$ cat src/rtl/vrc_pkg.sv
// Constants and types for the ranged record/erase command handler.
// Assumes one 100 MHz clock and a serial host on pins sampled by it.
package vrc_pkg;
  // Opcodes of the serial commands
  localparam logic [7:0] OP_RANGED_RECORD_CMD = 8'h81;
  localparam logic [7:0] OP_SET_ERASE = 8'h82;
  localparam logic [7:0] OP_EXT_CLK = 8'h4a;
  localparam logic [7:0] OP_STOP = 8'h02;
  localparam logic [7:0] OP_RESET = 8'h03;
  localparam logic [7:0] OP_INTERRUPT_CLEAR_CMD = 8'h04;
  localparam logic [7:0] OP_RD_STATUS = 8'h05;
  localparam logic [7:0] OP_PWR_DOWN = 8'h07;
  // Frame lengths and byte positions
  localparam logic [2:0] LEN_SET = 3'h7;
  localparam logic [2:0] LEN_TWO = 3'h2;
  localparam logic [2:0] LEN_ONE = 3'h1;
  localparam logic [2:0] BYTE_OP = 3'h0;
  localparam logic [2:0] BYTE_S_LO = 3'h2;
  localparam logic [2:0] BYTE_S_HI = 3'h3;
  localparam logic [2:0] BYTE_E_LO = 3'h4;
  localparam logic [2:0] BYTE_E_HI = 3'h5;
  localparam logic [2:0] BIT_LAST = 3'h7;
  // Row space
  localparam logic [10:0] FIRST_USER_ROW = 11'h010;
  localparam logic [10:0] LAST_ROW = 11'h7ff;
  // External timebase clocks per audio sample
  localparam int CLKS_PER_SAMPLE = 256;
  // Status byte returned on MISO
  localparam int SR0_CMD_ERR = 0;
  localparam int SR0_INT = 4;
  // APB map
  localparam logic [7:0] ADDR_IRQ_STAT = 8'h00;
  localparam logic [7:0] ADDR_IRQ_MASK = 8'h04;
  localparam logic [7:0] ADDR_STATE = 8'h08;
  localparam int IRQ_W = 2;
  localparam int IRQ_DONE = 0;
  localparam int IRQ_CMD_ERR = 1;
  localparam int ST_ERASE_BIT = 16;
  localparam int ST_REC_BIT = 17;
  localparam int ST_QUEUE_BIT = 18;
  localparam int ST_READY_BIT = 19;
  localparam int ST_EXT_BIT = 20;
  typedef enum logic [1:0] {ST_IDLE, ST_REC, ST_ERASE} mode_t;
endpackage

$ cat src/rtl/vrc_cmd.sv
// Command handler for ranged record, ranged erase and timebase toggle.
// Assumes a serial host on SPI pins (mode 0, LSB first), APB master on CLK,
// and a row memory that acts on the row strobes.
//
// Implementation choices: register access over APB and the register addresses.
`timescale 1ns/100ps

// Contract
// - Set frame: opcode, zero, start low, start high, end low, end high, zero.
// - Ranged record writes rows from latched start through end, 11-bit addresses.
// - Recording accepts only record, stop, reset, clear, status, power down.
// - Ready stays low until addresses latched and recording has begun.
// - Without queued pair, record ends at end row with end marker.
// - Second record after ready is queued without disturbing current one.
// - With a queued pair, no end marker; continue at queued start.
// - Ranged erase uses same frame, erases start through end inclusive.
// - Erasing accepts only reset, clear, status, power down; else error.
// - Ready stays low during erase, then an interrupt is raised.
// - Two-byte toggle from idle flips timebase mode, no interrupt.
// - External mode stops internal oscillator, uses resistor-pin clock.
// - Reset command or reset pin clears external timebase mode.
// - Any external clock duty cycle works; edges are conditioned inside.
// - End below start wraps from last row to row 0x010.
// - Interrupt status holds until the interrupt clear command.
module vrc_cmd #(
  parameter int OSC_DIV = 49,
  parameter int SAMPLES_PER_ROW = 8
) (
  input wire logic CLK,
  input wire logic RESET_N,
  input wire logic SPI_SCLK,
  input wire logic SPI_MOSI,
  input wire logic SPI_SS_N,
  output logic SPI_MISO,
  output logic SPI_MISO_OE_N,
  input wire logic ROSC_CLK,
  output logic [10:0] ROW_ADDR,
  output logic ROW_WRITE,
  output logic ROW_ERASE,
  output logic ROW_EOM,
  output logic READY,
  output logic INT_FLAG,
  output logic EXT_MODE,
  input wire logic PSEL,
  input wire logic PENABLE,
  input wire logic PWRITE,
  input wire logic [7:0] PADDR,
  input wire logic [31:0] PWDATA,
  output logic [31:0] PRDATA,
  output logic PREADY,
  output logic PSLVERR,
  output logic IRQ
);
  localparam int ROW_TICKS = vrc_pkg::CLKS_PER_SAMPLE * SAMPLES_PER_ROW;
  localparam int RC_W = $clog2(ROW_TICKS);
  localparam int OC_W = $clog2(OSC_DIV);

  if (OSC_DIV < 2 || SAMPLES_PER_ROW < 1) begin : g_chk
    $error("vrc_cmd: OSC_DIV must be 2 or more, SAMPLES_PER_ROW 1 or more");
  end

  function automatic logic [10:0] next_row(input logic [10:0] r);
    next_row = (r == vrc_pkg::LAST_ROW) ? vrc_pkg::FIRST_USER_ROW : r + 11'h001;
  endfunction

  function automatic logic [2:0] cmd_len(input logic [7:0] op);
    case (op)
      vrc_pkg::OP_RANGED_RECORD_CMD, vrc_pkg::OP_SET_ERASE: cmd_len = vrc_pkg::LEN_SET;
      vrc_pkg::OP_EXT_CLK: cmd_len = vrc_pkg::LEN_TWO;
      default: cmd_len = vrc_pkg::LEN_ONE;
    endcase
  endfunction

  function automatic logic allowed(input vrc_pkg::mode_t m, input logic [7:0] op);
    logic any;
    any = (op == vrc_pkg::OP_RESET) || (op == vrc_pkg::OP_INTERRUPT_CLEAR_CMD) ||
          (op == vrc_pkg::OP_RD_STATUS) || (op == vrc_pkg::OP_PWR_DOWN);
    case (m)
      vrc_pkg::ST_REC: allowed = any || op == vrc_pkg::OP_STOP || op == vrc_pkg::OP_RANGED_RECORD_CMD;
      vrc_pkg::ST_ERASE: allowed = any;
      default: allowed = 1'b1;
    endcase
  endfunction

  logic [2:0] sclk_s_ff, ss_s_ff, rosc_s_ff;
  logic [1:0] mosi_s_ff;
  logic [7:0] rx_sh_ff, tx_sh_ff, op_ff, s_lo_ff, e_lo_ff;
  logic [2:0] bit_cnt_ff, byte_cnt_ff, s_hi_ff, e_hi_ff;
  logic miso_ff, miso_oe_n_ff;
  vrc_pkg::mode_t mode_ff;
  logic [10:0] cur_ff, end_ff, qs_ff, qe_ff;
  logic q_valid_ff, pend_ff, ready_ff, wr_ff, er_ff, eom_ff;
  logic cmd_err_ff, int_ff, ext_ff;
  logic [OC_W-1:0] osc_cnt_ff;
  logic osc_tick_ff;
  logic [RC_W-1:0] row_cnt_ff;
  logic [vrc_pkg::IRQ_W-1:0] irq_stat_ff, irq_mask_ff;
  logic irq_ff, pready_ff, pslverr_ff;
  logic [31:0] prdata_ff;
  logic [10:0] row_addr_ff;
  logic [7:0] sr0;
  logic [31:0] rd_word;

  ////////////////////////////////////////////////////////////////////////////
  // Pin synchronisers and edge detection
  always_ff @(posedge CLK) begin
    if (!RESET_N) begin
      sclk_s_ff <= 3'h0;
      ss_s_ff <= 3'h7;
      rosc_s_ff <= 3'h0;
      mosi_s_ff <= 2'h0;
    end else begin
      sclk_s_ff <= {sclk_s_ff[1:0], SPI_SCLK};
      ss_s_ff <= {ss_s_ff[1:0], SPI_SS_N};
      rosc_s_ff <= {rosc_s_ff[1:0], ROSC_CLK};
      mosi_s_ff <= {mosi_s_ff[0], SPI_MOSI};
    end
  end

  wire in_frame = ~ss_s_ff[1];
  wire ss_fall = ~ss_s_ff[1] & ss_s_ff[2];
  wire ss_rise = ss_s_ff[1] & ~ss_s_ff[2];
  wire sclk_rise = sclk_s_ff[1] & ~sclk_s_ff[2] & in_frame;
  wire sclk_fall = ~sclk_s_ff[1] & sclk_s_ff[2] & in_frame;
  wire rosc_rise = rosc_s_ff[1] & ~rosc_s_ff[2];
  wire [7:0] rx_byte = {mosi_s_ff[1], rx_sh_ff[7:1]};
  wire byte_done = sclk_rise & (bit_cnt_ff == vrc_pkg::BIT_LAST);

  ////////////////////////////////////////////////////////////////////////////
  // Serial receive and frame capture
  always_ff @(posedge CLK) begin
    if (!RESET_N || ss_fall) begin
      rx_sh_ff <= 8'h00;
      bit_cnt_ff <= 3'h0;
      byte_cnt_ff <= 3'h0;
    end else if (sclk_rise) begin
      rx_sh_ff <= rx_byte;
      bit_cnt_ff <= bit_cnt_ff + 3'h1;
      if (byte_done && byte_cnt_ff != vrc_pkg::LEN_SET) begin
        byte_cnt_ff <= byte_cnt_ff + 3'h1;
      end
    end
  end

  always_ff @(posedge CLK) begin
    if (!RESET_N) begin
      op_ff <= 8'h00;
      s_lo_ff <= 8'h00;
      s_hi_ff <= 3'h0;
      e_lo_ff <= 8'h00;
      e_hi_ff <= 3'h0;
    end else if (byte_done) begin
      case (byte_cnt_ff)
        vrc_pkg::BYTE_OP: op_ff <= rx_byte;
        vrc_pkg::BYTE_S_LO: s_lo_ff <= rx_byte;
        vrc_pkg::BYTE_S_HI: s_hi_ff <= rx_byte[2:0];
        vrc_pkg::BYTE_E_LO: e_lo_ff <= rx_byte;
        vrc_pkg::BYTE_E_HI: e_hi_ff <= rx_byte[2:0];
        default: op_ff <= op_ff;
      endcase
    end
  end

  always_comb begin
    sr0 = 8'h00;
    sr0[vrc_pkg::SR0_CMD_ERR] = cmd_err_ff;
    sr0[vrc_pkg::SR0_INT] = int_ff;
  end

  // Status byte out, reloaded at every byte boundary
  always_ff @(posedge CLK) begin
    if (!RESET_N) begin
      tx_sh_ff <= 8'h00;
      miso_ff <= 1'b0;
      miso_oe_n_ff <= 1'b1;
    end else begin
      miso_oe_n_ff <= ss_s_ff[1];
      if (ss_fall || (sclk_fall && bit_cnt_ff == 3'h0)) begin
        miso_ff <= sr0[0];
        tx_sh_ff <= {1'b0, sr0[7:1]};
      end else if (sclk_fall) begin
        miso_ff <= tx_sh_ff[0];
        tx_sh_ff <= {1'b0, tx_sh_ff[7:1]};
      end
    end
  end

  ////////////////////////////////////////////////////////////////////////////
  // Command decode at frame end
  wire cmd_go = ss_rise & (byte_cnt_ff >= cmd_len(op_ff));
  wire ok = allowed(mode_ff, op_ff);
  wire accept = cmd_go & ok;
  wire bad = cmd_go & ~ok;
  wire idle = mode_ff == vrc_pkg::ST_IDLE;
  wire recing = mode_ff == vrc_pkg::ST_REC;
  wire [10:0] s_addr = {s_hi_ff, s_lo_ff};
  wire [10:0] e_addr = {e_hi_ff, e_lo_ff};
  wire is_rec = op_ff == vrc_pkg::OP_RANGED_RECORD_CMD;
  wire start_rec = accept & is_rec & idle & ready_ff;
  wire start_era = accept & (op_ff == vrc_pkg::OP_SET_ERASE) & idle & ready_ff;
  wire queue_rec = accept & is_rec & recing & ready_ff & ~q_valid_ff;
  wire abort = accept & ~idle & ((op_ff == vrc_pkg::OP_STOP) |
               (op_ff == vrc_pkg::OP_RESET) | (op_ff == vrc_pkg::OP_PWR_DOWN));
  wire ext_tog = accept & (op_ff == vrc_pkg::OP_EXT_CLK) & idle;
  wire reset_cmd = accept & (op_ff == vrc_pkg::OP_RESET);
  wire interrupt_clear_cmd = accept & (op_ff == vrc_pkg::OP_INTERRUPT_CLEAR_CMD);

  ////////////////////////////////////////////////////////////////////////////
  // Timebase: internal divider or conditioned external clock
  always_ff @(posedge CLK) begin
    if (!RESET_N || ext_ff) begin
      osc_cnt_ff <= '0;
      osc_tick_ff <= 1'b0;
    end else begin
      osc_tick_ff <= osc_cnt_ff == OC_W'(OSC_DIV - 1);
      osc_cnt_ff <= (osc_cnt_ff == OC_W'(OSC_DIV - 1)) ? '0 : osc_cnt_ff + 1'b1;
    end
  end

  // internal divider ticks or external clock edges feed the row timer, by timebase mode
  wire tb_tick = ext_ff ? rosc_rise : osc_tick_ff;
  wire row_done = ~idle & tb_tick & (row_cnt_ff == RC_W'(ROW_TICKS - 1));
  wire at_end = row_done & (cur_ff == end_ff);
  wire chain = recing & (q_valid_ff | queue_rec);
  wire fin = at_end & ~chain & ~abort;

  always_ff @(posedge CLK) begin
    if (!RESET_N || idle || start_rec || start_era) begin
      row_cnt_ff <= '0;
    end else if (tb_tick) begin
      row_cnt_ff <= (row_cnt_ff == RC_W'(ROW_TICKS - 1)) ? '0 : row_cnt_ff + 1'b1;
    end
  end

  ////////////////////////////////////////////////////////////////////////////
  // Ranged operation sequencer
  always_ff @(posedge CLK) begin
    if (!RESET_N) begin
      mode_ff <= vrc_pkg::ST_IDLE;
      cur_ff <= 11'h000;
      end_ff <= 11'h000;
      qs_ff <= 11'h000;
      qe_ff <= 11'h000;
      q_valid_ff <= 1'b0;
      pend_ff <= 1'b0;
      ready_ff <= 1'b1;
      wr_ff <= 1'b0;
      er_ff <= 1'b0;
      eom_ff <= 1'b0;
    end else begin
      wr_ff <= 1'b0;
      er_ff <= 1'b0;
      eom_ff <= 1'b0;
      if (start_rec || start_era) begin
        mode_ff <= start_rec ? vrc_pkg::ST_REC : vrc_pkg::ST_ERASE;
        cur_ff <= s_addr;
        end_ff <= e_addr;
        pend_ff <= 1'b1;
        ready_ff <= 1'b0;
      end
      if (pend_ff && tb_tick) begin
        pend_ff <= 1'b0;
        ready_ff <= recing;
      end
      if (queue_rec) begin
        qs_ff <= s_addr;
        qe_ff <= e_addr;
        q_valid_ff <= 1'b1;
        ready_ff <= 1'b0;
      end
      if (row_done) begin
        wr_ff <= recing;
        er_ff <= ~recing;
        if (at_end && chain) begin
          cur_ff <= q_valid_ff ? qs_ff : s_addr;
          end_ff <= q_valid_ff ? qe_ff : e_addr;
          q_valid_ff <= 1'b0;
          ready_ff <= 1'b1;
        end else if (at_end) begin
          eom_ff <= recing;
          mode_ff <= vrc_pkg::ST_IDLE;
          ready_ff <= 1'b1;
        end else begin
          cur_ff <= next_row(cur_ff);
        end
      end
      if (abort) begin
        eom_ff <= recing;
        mode_ff <= vrc_pkg::ST_IDLE;
        q_valid_ff <= 1'b0;
        pend_ff <= 1'b0;
        ready_ff <= 1'b1;
      end
    end
  end

  always_ff @(posedge CLK) begin
    if (!RESET_N) begin
      row_addr_ff <= 11'h000;
    end else begin
      row_addr_ff <= cur_ff;
    end
  end

  always_ff @(posedge CLK) begin
    if (!RESET_N) begin
      cmd_err_ff <= 1'b0;
    end else if (bad) begin
      cmd_err_ff <= 1'b1;
    end else if (accept && op_ff != vrc_pkg::OP_RD_STATUS) begin
      cmd_err_ff <= 1'b0;
    end
  end

  always_ff @(posedge CLK) begin
    if (!RESET_N) begin
      int_ff <= 1'b0;
    end else if (fin) begin
      int_ff <= 1'b1;
    end else if (interrupt_clear_cmd) begin
      int_ff <= 1'b0;
    end
  end

  always_ff @(posedge CLK) begin
    if (!RESET_N || reset_cmd) begin
      ext_ff <= 1'b0;
    end else if (ext_tog) begin
      ext_ff <= ~ext_ff;
    end
  end

  ////////////////////////////////////////////////////////////////////////////
  // APB slave: interrupt status, mask and state readback
  wire acc = PSEL & PENABLE & ~pready_ff;
  wire wr_xfer = PSEL & PENABLE & pready_ff & PWRITE;
  wire hit = (PADDR == vrc_pkg::ADDR_IRQ_STAT) | (PADDR == vrc_pkg::ADDR_IRQ_MASK) |
             (PADDR == vrc_pkg::ADDR_STATE);

  always_comb begin
    rd_word = 32'h0000_0000;
    case (PADDR)
      vrc_pkg::ADDR_IRQ_STAT: rd_word[vrc_pkg::IRQ_W-1:0] = irq_stat_ff;
      vrc_pkg::ADDR_IRQ_MASK: rd_word[vrc_pkg::IRQ_W-1:0] = irq_mask_ff;
      vrc_pkg::ADDR_STATE: begin
        rd_word[10:0] = cur_ff;
        rd_word[vrc_pkg::ST_ERASE_BIT] = mode_ff == vrc_pkg::ST_ERASE;
        rd_word[vrc_pkg::ST_REC_BIT] = recing;
        rd_word[vrc_pkg::ST_QUEUE_BIT] = q_valid_ff;
        rd_word[vrc_pkg::ST_READY_BIT] = ready_ff;
        rd_word[vrc_pkg::ST_EXT_BIT] = ext_ff;
      end
      default: rd_word = 32'h0000_0000;
    endcase
  end

  always_ff @(posedge CLK) begin
    if (!RESET_N) begin
      pready_ff <= 1'b0;
      pslverr_ff <= 1'b0;
      prdata_ff <= 32'h0000_0000;
    end else begin
      pready_ff <= acc;
      pslverr_ff <= acc & ~hit;
      if (acc) begin
        prdata_ff <= PWRITE ? 32'h0000_0000 : rd_word;
      end
    end
  end

  always_ff @(posedge CLK) begin
    if (!RESET_N) begin
      irq_stat_ff <= '0;
      irq_mask_ff <= '0;
      irq_ff <= 1'b0;
    end else begin
      irq_stat_ff <= (irq_stat_ff & ~((wr_xfer && PADDR == vrc_pkg::ADDR_IRQ_STAT) ?
                      PWDATA[vrc_pkg::IRQ_W-1:0] : '0)) | {bad, fin};
      if (wr_xfer && PADDR == vrc_pkg::ADDR_IRQ_MASK) begin
        irq_mask_ff <= PWDATA[vrc_pkg::IRQ_W-1:0];
      end
      irq_ff <= |(irq_stat_ff & irq_mask_ff);
    end
  end

  ////////////////////////////////////////////////////////////////////////////
  // Outputs
  assign SPI_MISO = miso_ff;
  assign SPI_MISO_OE_N = miso_oe_n_ff;
  assign ROW_ADDR = row_addr_ff;
  assign ROW_WRITE = wr_ff;
  assign ROW_ERASE = er_ff;
  assign ROW_EOM = eom_ff;
  assign READY = ready_ff;
  assign INT_FLAG = int_ff;
  assign EXT_MODE = ext_ff;
  assign PRDATA = prdata_ff;
  assign PREADY = pready_ff;
  assign PSLVERR = pslverr_ff;
  assign IRQ = irq_ff;

  ////////////////////////////////////////////////////////////////////////////
  // Assertions
  a_rec_row_write: assert property (@(posedge CLK) disable iff (!RESET_N)
    row_done && recing |=> wr_ff && row_addr_ff == $past(cur_ff))
    else $error("record row not written");
  a_rec_bad_cmd: assert property (@(posedge CLK) disable iff (!RESET_N)
    cmd_go && recing && op_ff == vrc_pkg::OP_SET_ERASE |=> cmd_err_ff)
    else $error("bad command in record not flagged");
  a_ready_pend: assert property (@(posedge CLK) disable iff (!RESET_N)
    start_rec |=> !ready_ff ##1 (ready_ff == $past(tb_tick)))
    else $error("ready high before recording began");
  a_end_marker: assert property (@(posedge CLK) disable iff (!RESET_N)
    at_end && recing && !chain && !abort |=> eom_ff && idle && ready_ff)
    else $error("no end marker at end row");
  a_queue_keep: assert property (@(posedge CLK) disable iff (!RESET_N)
    queue_rec && !row_done |=> q_valid_ff && recing && $stable(cur_ff))
    else $error("queued pair disturbed record");
  a_chain_jump: assert property (@(posedge CLK) disable iff (!RESET_N)
    at_end && recing && q_valid_ff && !abort |=> !eom_ff && cur_ff == $past(qs_ff))
    else $error("queued start not taken");
  a_erase_bad: assert property (@(posedge CLK) disable iff (!RESET_N)
    cmd_go && mode_ff == vrc_pkg::ST_ERASE && op_ff == vrc_pkg::OP_STOP |=> cmd_err_ff)
    else $error("bad command in erase not flagged");
  a_erase_busy: assert property (@(posedge CLK) disable iff (!RESET_N)
    mode_ff == vrc_pkg::ST_ERASE |-> !ready_ff)
    else $error("ready high during erase");
  a_ext_toggle: assert property (@(posedge CLK) disable iff (!RESET_N)
    ext_tog |=> ext_ff != $past(ext_ff) && int_ff == $past(int_ff))
    else $error("timebase toggle wrong");
  a_osc_stop: assert property (@(posedge CLK) disable iff (!RESET_N)
    ext_ff |=> osc_cnt_ff == '0 && !osc_tick_ff)
    else $error("oscillator runs in external mode");
  a_reset_ext: assert property (@(posedge CLK) disable iff (!RESET_N)
    reset_cmd |=> !ext_ff)
    else $error("reset kept external mode");
  a_row_wrap: assert property (@(posedge CLK) disable iff (!RESET_N)
    row_done && cur_ff == vrc_pkg::LAST_ROW && !at_end && !abort
    |=> cur_ff == vrc_pkg::FIRST_USER_ROW)
    else $error("wrap row wrong");
  a_int_hold: assert property (@(posedge CLK) disable iff (!RESET_N)
    int_ff && !interrupt_clear_cmd |=> int_ff)
    else $error("interrupt lost without clear");
endmodule

$ cat config.mk
export PLATFORM = sky130hd
export DESIGN_NAME = vrc_cmd
export DESIGN_NICKNAME = d
export VERILOG_FILES = /design/src/rtl/vrc_pkg.sv /design/src/rtl/vrc_cmd.sv
export SDC_FILE = /design/constraint.sdc
export NUM_CORES = 1
export LEC_CHECK = 0
export ABC_CLOCK_PERIOD_IN_PS = 6500
export BUFFER_PORTS_ARGS = -buffer_cell sky130_fd_sc_hd__buf_2
export CAP_MARGIN = 20
export CELL_PAD_IN_SITES_DETAIL_PLACEMENT = 1
export CELL_PAD_IN_SITES_GLOBAL_PLACEMENT = 1
export CORE_UTILIZATION = 30
export DETAILED_ROUTE_END_ITERATION = 12
export GPL_TIMING_DRIVEN = 0
export PLACE_DENSITY = 0.64
export SLEW_MARGIN = 20
export SYNTH_ARGS = -nofsm -noshare
export SYNTH_HDL_FRONTEND = slang
export SYNTH_SLANG_ARGS = --single-unit
$ cat constraint.sdc
create_clock -name CLK -period 6.5 [get_ports CLK]
set_input_delay 0.65 -clock CLK [delete_from_list [all_inputs] [get_ports CLK]]
set_output_delay 0.65 -clock CLK [all_outputs]
set_load 0.005 [all_outputs]
Word-level counts from Yosys, hierarchy flattened
Index checks and enable logic that the tools add are counted.

Register bits: 184. Bits of input ports: 49. Output and inout bits: 54. Logic and storage cells: 216.

Add/subtract/negate cells: 5. Order comparisons: 1. Eq/ne operators: 23. Muxes and demuxes: 45. Bitwise gates (word level): 61. Reductions and logical operators: 41.

Operators with widths (number): 11-bit 2-to-1 mux (11); 1-bit bitwise AND (37); 8-bit by 3-bit == test with 1-bit output, second input constant (4); 11-bit by 1-bit adder with 11-bit output, second input constant (2); 11-bit == test, second input constant (2); 21-bit 2-to-1 mux (1); 1-bit 2-to-1 mux (20); 8-bit by 2-bit == test with 1-bit output, second input constant (2); 8-bit == test, second input constant (2); 1-bit NOT (15); 2-bit AND reduction (7); 1-bit logical OR (13); 2-bit 2-to-1 mux (6); 11-bit == test (1); 2-bit OR reduction (5); 3-bit == test, second input constant (3); 9-bit 2-to-1 mux (1); 8-bit by 4-bit == test with 1-bit output, second input constant (1); 8-bit by 7-bit == test with 1-bit output, second input constant (1); 8-bit zero test (1); 4-bit 2-to-1 mux (2); 8-bit by 3-bit inequality test with 1-bit output, second input constant (1); 1-bit logical AND (7); 3-bit by 1-bit adder with 3-bit output, second input constant (2); 20 further kinds (29).

Logic depth before layout (Yosys ltp)
Word-level depth: 18. Mapped depth: 14. Mapped depth without buffers: 11.

Worst setup path after synthesis
No wires, ideal clock.

Path type: register to register. Start point: reg op_ff[3]. End point: reg cur_ff[6]. Library setup time: 0.116 ns. Arrival: 2.749 ns. Data required time: 6.384 ns. Setup slack: 3.635 ns. Stages on the path, launching flop included: 11. Path buffers: 0. Clock period less this slack: 2.865 ns. Cell sequence: dfxtp_1 > nor4_1 > nand4b_1 > nor2b_1 > ha_1 > nand2_1 > o21ai_0 > nand3_1 > nor3_2 > mux2_2 > o211a_1.

Word-level cells in the longest chain between the ends: 17. Elaborated cells on any way between the ends: 36. Classes of those cells: order compare (1); eq/ne (8); mux (6); bitwise (13); reduce/logical (8).

RTL lines: start: declaration (RTL line vrc_cmd.sv:87) `logic [7:0] rx_sh_ff, tx_sh_ff, op_ff, s_lo_ff, e_lo_ff;`; start signal: assignment (RTL line vrc_cmd.sv:154) `vrc_pkg::BYTE_OP: op_ff <= rx_byte;`; start signal: assignment (RTL line vrc_cmd.sv:159) `default: op_ff <= op_ff;`; branches (longest 16 deep; another with 3-bit >= comparator); 11-bit 2-to-1 mux (*) (RTL line vrc_cmd.sv:271) `if (row_done) begin`; end signal: assignment (RTL line vrc_cmd.sv:256) `cur_ff <= s_addr;`; end signal: assignment (RTL line vrc_cmd.sv:275) `cur_ff <= q_valid_ff ? qs_ff : s_addr;`; end signal: assignment (RTL line vrc_cmd.sv:284) `cur_ff <= next_row(cur_ff);`; end: declaration (RTL line vrc_cmd.sv:91) `logic [10:0] cur_ff, end_ff, qs_ff, qe_ff;`.

Every way passes the cells marked *. A chain may end at the register's enable or synchronous reset.

Final worst setup path
Start point: reg op_ff[1]. End point: reg cur_ff[3].

The elaborated chain is that of the path after synthesis.

==> results by group <==
Synthesis
  • Ys async rst share: 0%
  • Post-synthesis instance total: 849
  • Synth warnings: 0
  • Post-synthesis sequential area ratio: 43.0%
  • Post-synth cell types: 66
  • Synth Flop Type: dfxtp_1
  • Post-Syn Area: 7720 sq um
  • Average size of a mapped cell: 9.10 sq um
  • Post-synth EDFFs: 0
  • #FFs+latches synth: 166

Floorplanning
  • Core Rows: 58
  • # IOs: 103
  • Core Box Area: 25300 sq um
  • Initial Utilization: 30.6%
  • Die W: 162 microns
  • Die ar.: 26400 sq um
  • Die Y: 162 microns

Placement
  • Pre-CTS setup slack: 2270 ps
  • Port Buffers: 55
  • GP Congestion: 0.823
  • Cell area after placement: 8480 sq um
  • DP HPWL: 16.3 mm

Timing
  • Slew @ Worst Pin: 902 ps
  • Fmax: 233 MHz
  • Tcrit/Tclk final: 66.0%
  • Final WS setup: 2210 ps
  • Slew Viols, Final: 0
  • Setup Skew: 10.2 ps
  • Final setup TNS: 0 ps
  • Final setup violating endpoints: 0
  • Hold_ws: 409 ps
  • Unrepaired setup endpoints after global routing: false
  • Final min period: 4290 ps
  • Slew Limit Headroom: 39.3%
  • Hold Violations, Final: 0

Power
  • Reg power frac: 48.1%
  • Internal: 0.00165 W
  • Switching Fraction: 22.7%
  • Final total power: 0.00213 W
  • Combinational fraction of design power: 2.8%
  • Maximum VDD drop: 159 uV
  • Power Dens Cells: 235 nW/um^2
  • Switch Pwr: 0.000484 W
  • Lkg Pwr: 3.44 nW
  • Clk pwr share: 49.1%

Drt
  • Final WL: 22.1 mm
  • DRT antenna net count: 0
  • DRC errors left: 0
  • Vias: 6311
  • Pre-antenna DRT Iters: 4
  • Initial detailed-routing violation count: 352
  • DR WL/cell: 17.2 microns
  • Number of vias per cell: 4.93

Worst setup path
  • Register-to-Register Setup Slack: 2210 ps
  • WP data arrival: 4600 ps
  • R2R Path Start: op_ff[1]$_SDFFE_PN0P_
  • CP Data Required Time: 6810 ps
  • R2R cell count: 12
  • Worst Setup End Kind: register
  • CP Class: reg2reg
  • CP startpoint: op_ff[1]$_SDFFE_PN0P_
  • Crit-path max FO: 10
  • R2R Path End: cur_ff[3]$_SDFF_PN0_
  • Startpoint types: register
  • Critical path destination: cur_ff[3]$_SDFF_PN0_

Cells and area
  • Final Cell Area: 9080 sq um
  • Fraction of layout cells with a size suffix above 1: 15.8%
  • Final Net Count: 1006
  • P&R area growth vs syn: 17.6%
  • Fillcell total: 2996
  • ANT cells: 0

Clock network
  • CTS H-tree lvls: 4
  • CTS Sinks: 166
  • Root Driver: clkbuf_16
  • Clk buf depth: 2
  • Post_cts resized: 0
  • Clk_lat worst skew: 440 ps
  • Post-CTS setup repair buffer count: 0
  • Reg clk slew, reported paths: 70 ps
  • Total CTS buffers: 17
  • CTS Hold Buffers Added: 0
  • CTS tree: built

GRT
  • Met3 Usage GRT: 3.06%
  • Number of global-route vias before repair: 6194
  • Tot GR Track Use: 17.2%
  • Met2 Use GR: 28.3%
  • Remaining global-route overflow: 0
  • First-pass GRT wire length: 34.8 mm
  • Initial antenna violation count: 1
  • M1 GR Usage: 23.0%
  • Largest net degree at the start of global routing: 17
  • Gr busiest metal: met2

Flow run
  • Max-cap violations: 0

Status
  • Status: finished, final reports clean

Hold path
  • Worst hold path class: in2reg
area by class of cell:
type | count | area [sq um] | area share, %
multi-input combinational | 610 | 4020 | 44.2
sequential | 166 | 3320 | 36.6
clock buffer | 20 | 467 | 5.14
tap | 330 | 413 | 4.54
buffer | 69 | 375 | 4.13
timing repair buffer | 55 | 275 | 3.03
clock inverter | 12 | 143 | 1.57
inverter | 19 | 71.3 | 0.785
synthesized netlist by cell type, types with 16 or more instances:
cell type | n | share of area [%]
o21ai_0 | 23 | 1.5
a21oi_1 | 16 | 1.0
and2_1 | 27 | 2.2
nor3_1 | 19 | 1.2
a21boi_1 | 20 | 1.9
nand2_1 | 93 | 4.5
nor2_1 | 48 | 2.3
a21boi_0 | 26 | 2.5
ha_1 | 19 | 3.1
buf_4 | 19 | 1.8
clkbuf_1 | 36 | 1.7
inv_1 | 19 | 0.92
nor2b_1 | 29 | 2.3
mux2i_1 | 42 | 5.4
nand3_1 | 39 | 2.5
dfxtp_1 | 166 | 43
xor2_1 | 22 | 2.5
power groups by stage:
stage	clock network (W)	logic [W]	registers, W
floorplan	0	0.0000378	0.00105
global placement	0	0.0000607	0.00105
detailed placement	0	0.0000611	0.00105
CTS	0.00107	0.0000611	0.00103
global route	0.00111	0.0000671	0.00103
finish	0.00105	0.0000605	0.00103
cell families (layout without fill, tap and decap cells):
logic type / after synthesis / after routing / synth area share, %
other cells: 1 / 16 / 0.0485
buf+inv: 88 / 175 / 5.78
simple gates: 336 / 336 / 23.5
flops: 166 / 166 / 43.0
mux: 50 / 50 / 6.61
fa+ha+maj: 19 / 19 / 3.08
compound gates: 154 / 154 / 14.0
xor+xnor: 35 / 35 / 3.97
state kept, by name (all words and copies together), names as in the netlist, 8 cells and up:
register,count
op_ff,8
row_cnt_ff,11
e_lo_ff,8
qe_ff,11
PRDATA,16
qs_ff,11
s_lo_ff,8
end_ff,11
ROW_ADDR,11
cur_ff,11
layout by cell type, fill, tap and decap left out, types with 13 or more instances in the layout:
cell type  count
clkbuf_16     17
nand3_1       39
nor3_1        19
inv_1         19
o21ai_0       23
ha_1          19
a211oi_1      14
a21oi_1       16
a21boi_1      20
mux2i_1       42
xor2_1        22
and2_1        27
dfxtp_1      166
nor2b_1       29
xnor2_1       13
nand2_1       93
buf_2         64
clkbuf_1      36
buf_4         19
conb_1        16
nor2_1        48
a21boi_0      26
worst min path at each step:
| stage | start | end | slack [ps] | depth (start not counted) |
|---|---|---|---|---|
| global placement | ss_s_ff[0]$_SDFF_PN1_ | ss_s_ff[1]$_SDFF_PN1_ | 390 | 1 |
| finish | SPI_SS_N | ss_s_ff[0]$_SDFF_PN1_ | 410 | 2 |
| detailed placement | ss_s_ff[0]$_SDFF_PN1_ | ss_s_ff[1]$_SDFF_PN1_ | 410 | 1 |
| floorplan | ss_s_ff[0]$_SDFF_PN1_ | ss_s_ff[1]$_SDFF_PN1_ | 390 | 1 |
| CTS | SPI_SS_N | ss_s_ff[0]$_SDFF_PN1_ | 400 | 2 |
| global route | SPI_SS_N | ss_s_ff[0]$_SDFF_PN1_ | 400 | 2 |
per-layer routing:
layer | vias to the layer above | routed length, microns | part of all wire (%)
li1 | 3111 | - | -
met1 | 3101 | 10900 | 50
met4 | 0 | 196 | 0.89
met2 | 86 | 10200 | 46
met3 | 13 | 702 | 3.2
met5 | - | 0 | 0
worst max-delay path: stages (launching register included):
cell and delay, ps:
dfxtp_1 320, buf_2 230, nand2b_1 120, nor4_1 760, inv_1 110, ha_1 310
nor2b_1 40, o21ai_0 540, nand3_1 370, nor3_2 620, buf_2 410, mux2i_1 230
o22ai_1 100
stage by stage:
step,util [%],std cells
2_1_floorplan,-,864
3_3_place_gp,33.5,1249
3_5_place_dp,33.6,1249
4_1_cts,36.0,1281
5_1_grt,36.0,1281
6_report,36.0,1281
Power figures use the tool's default switching activity.
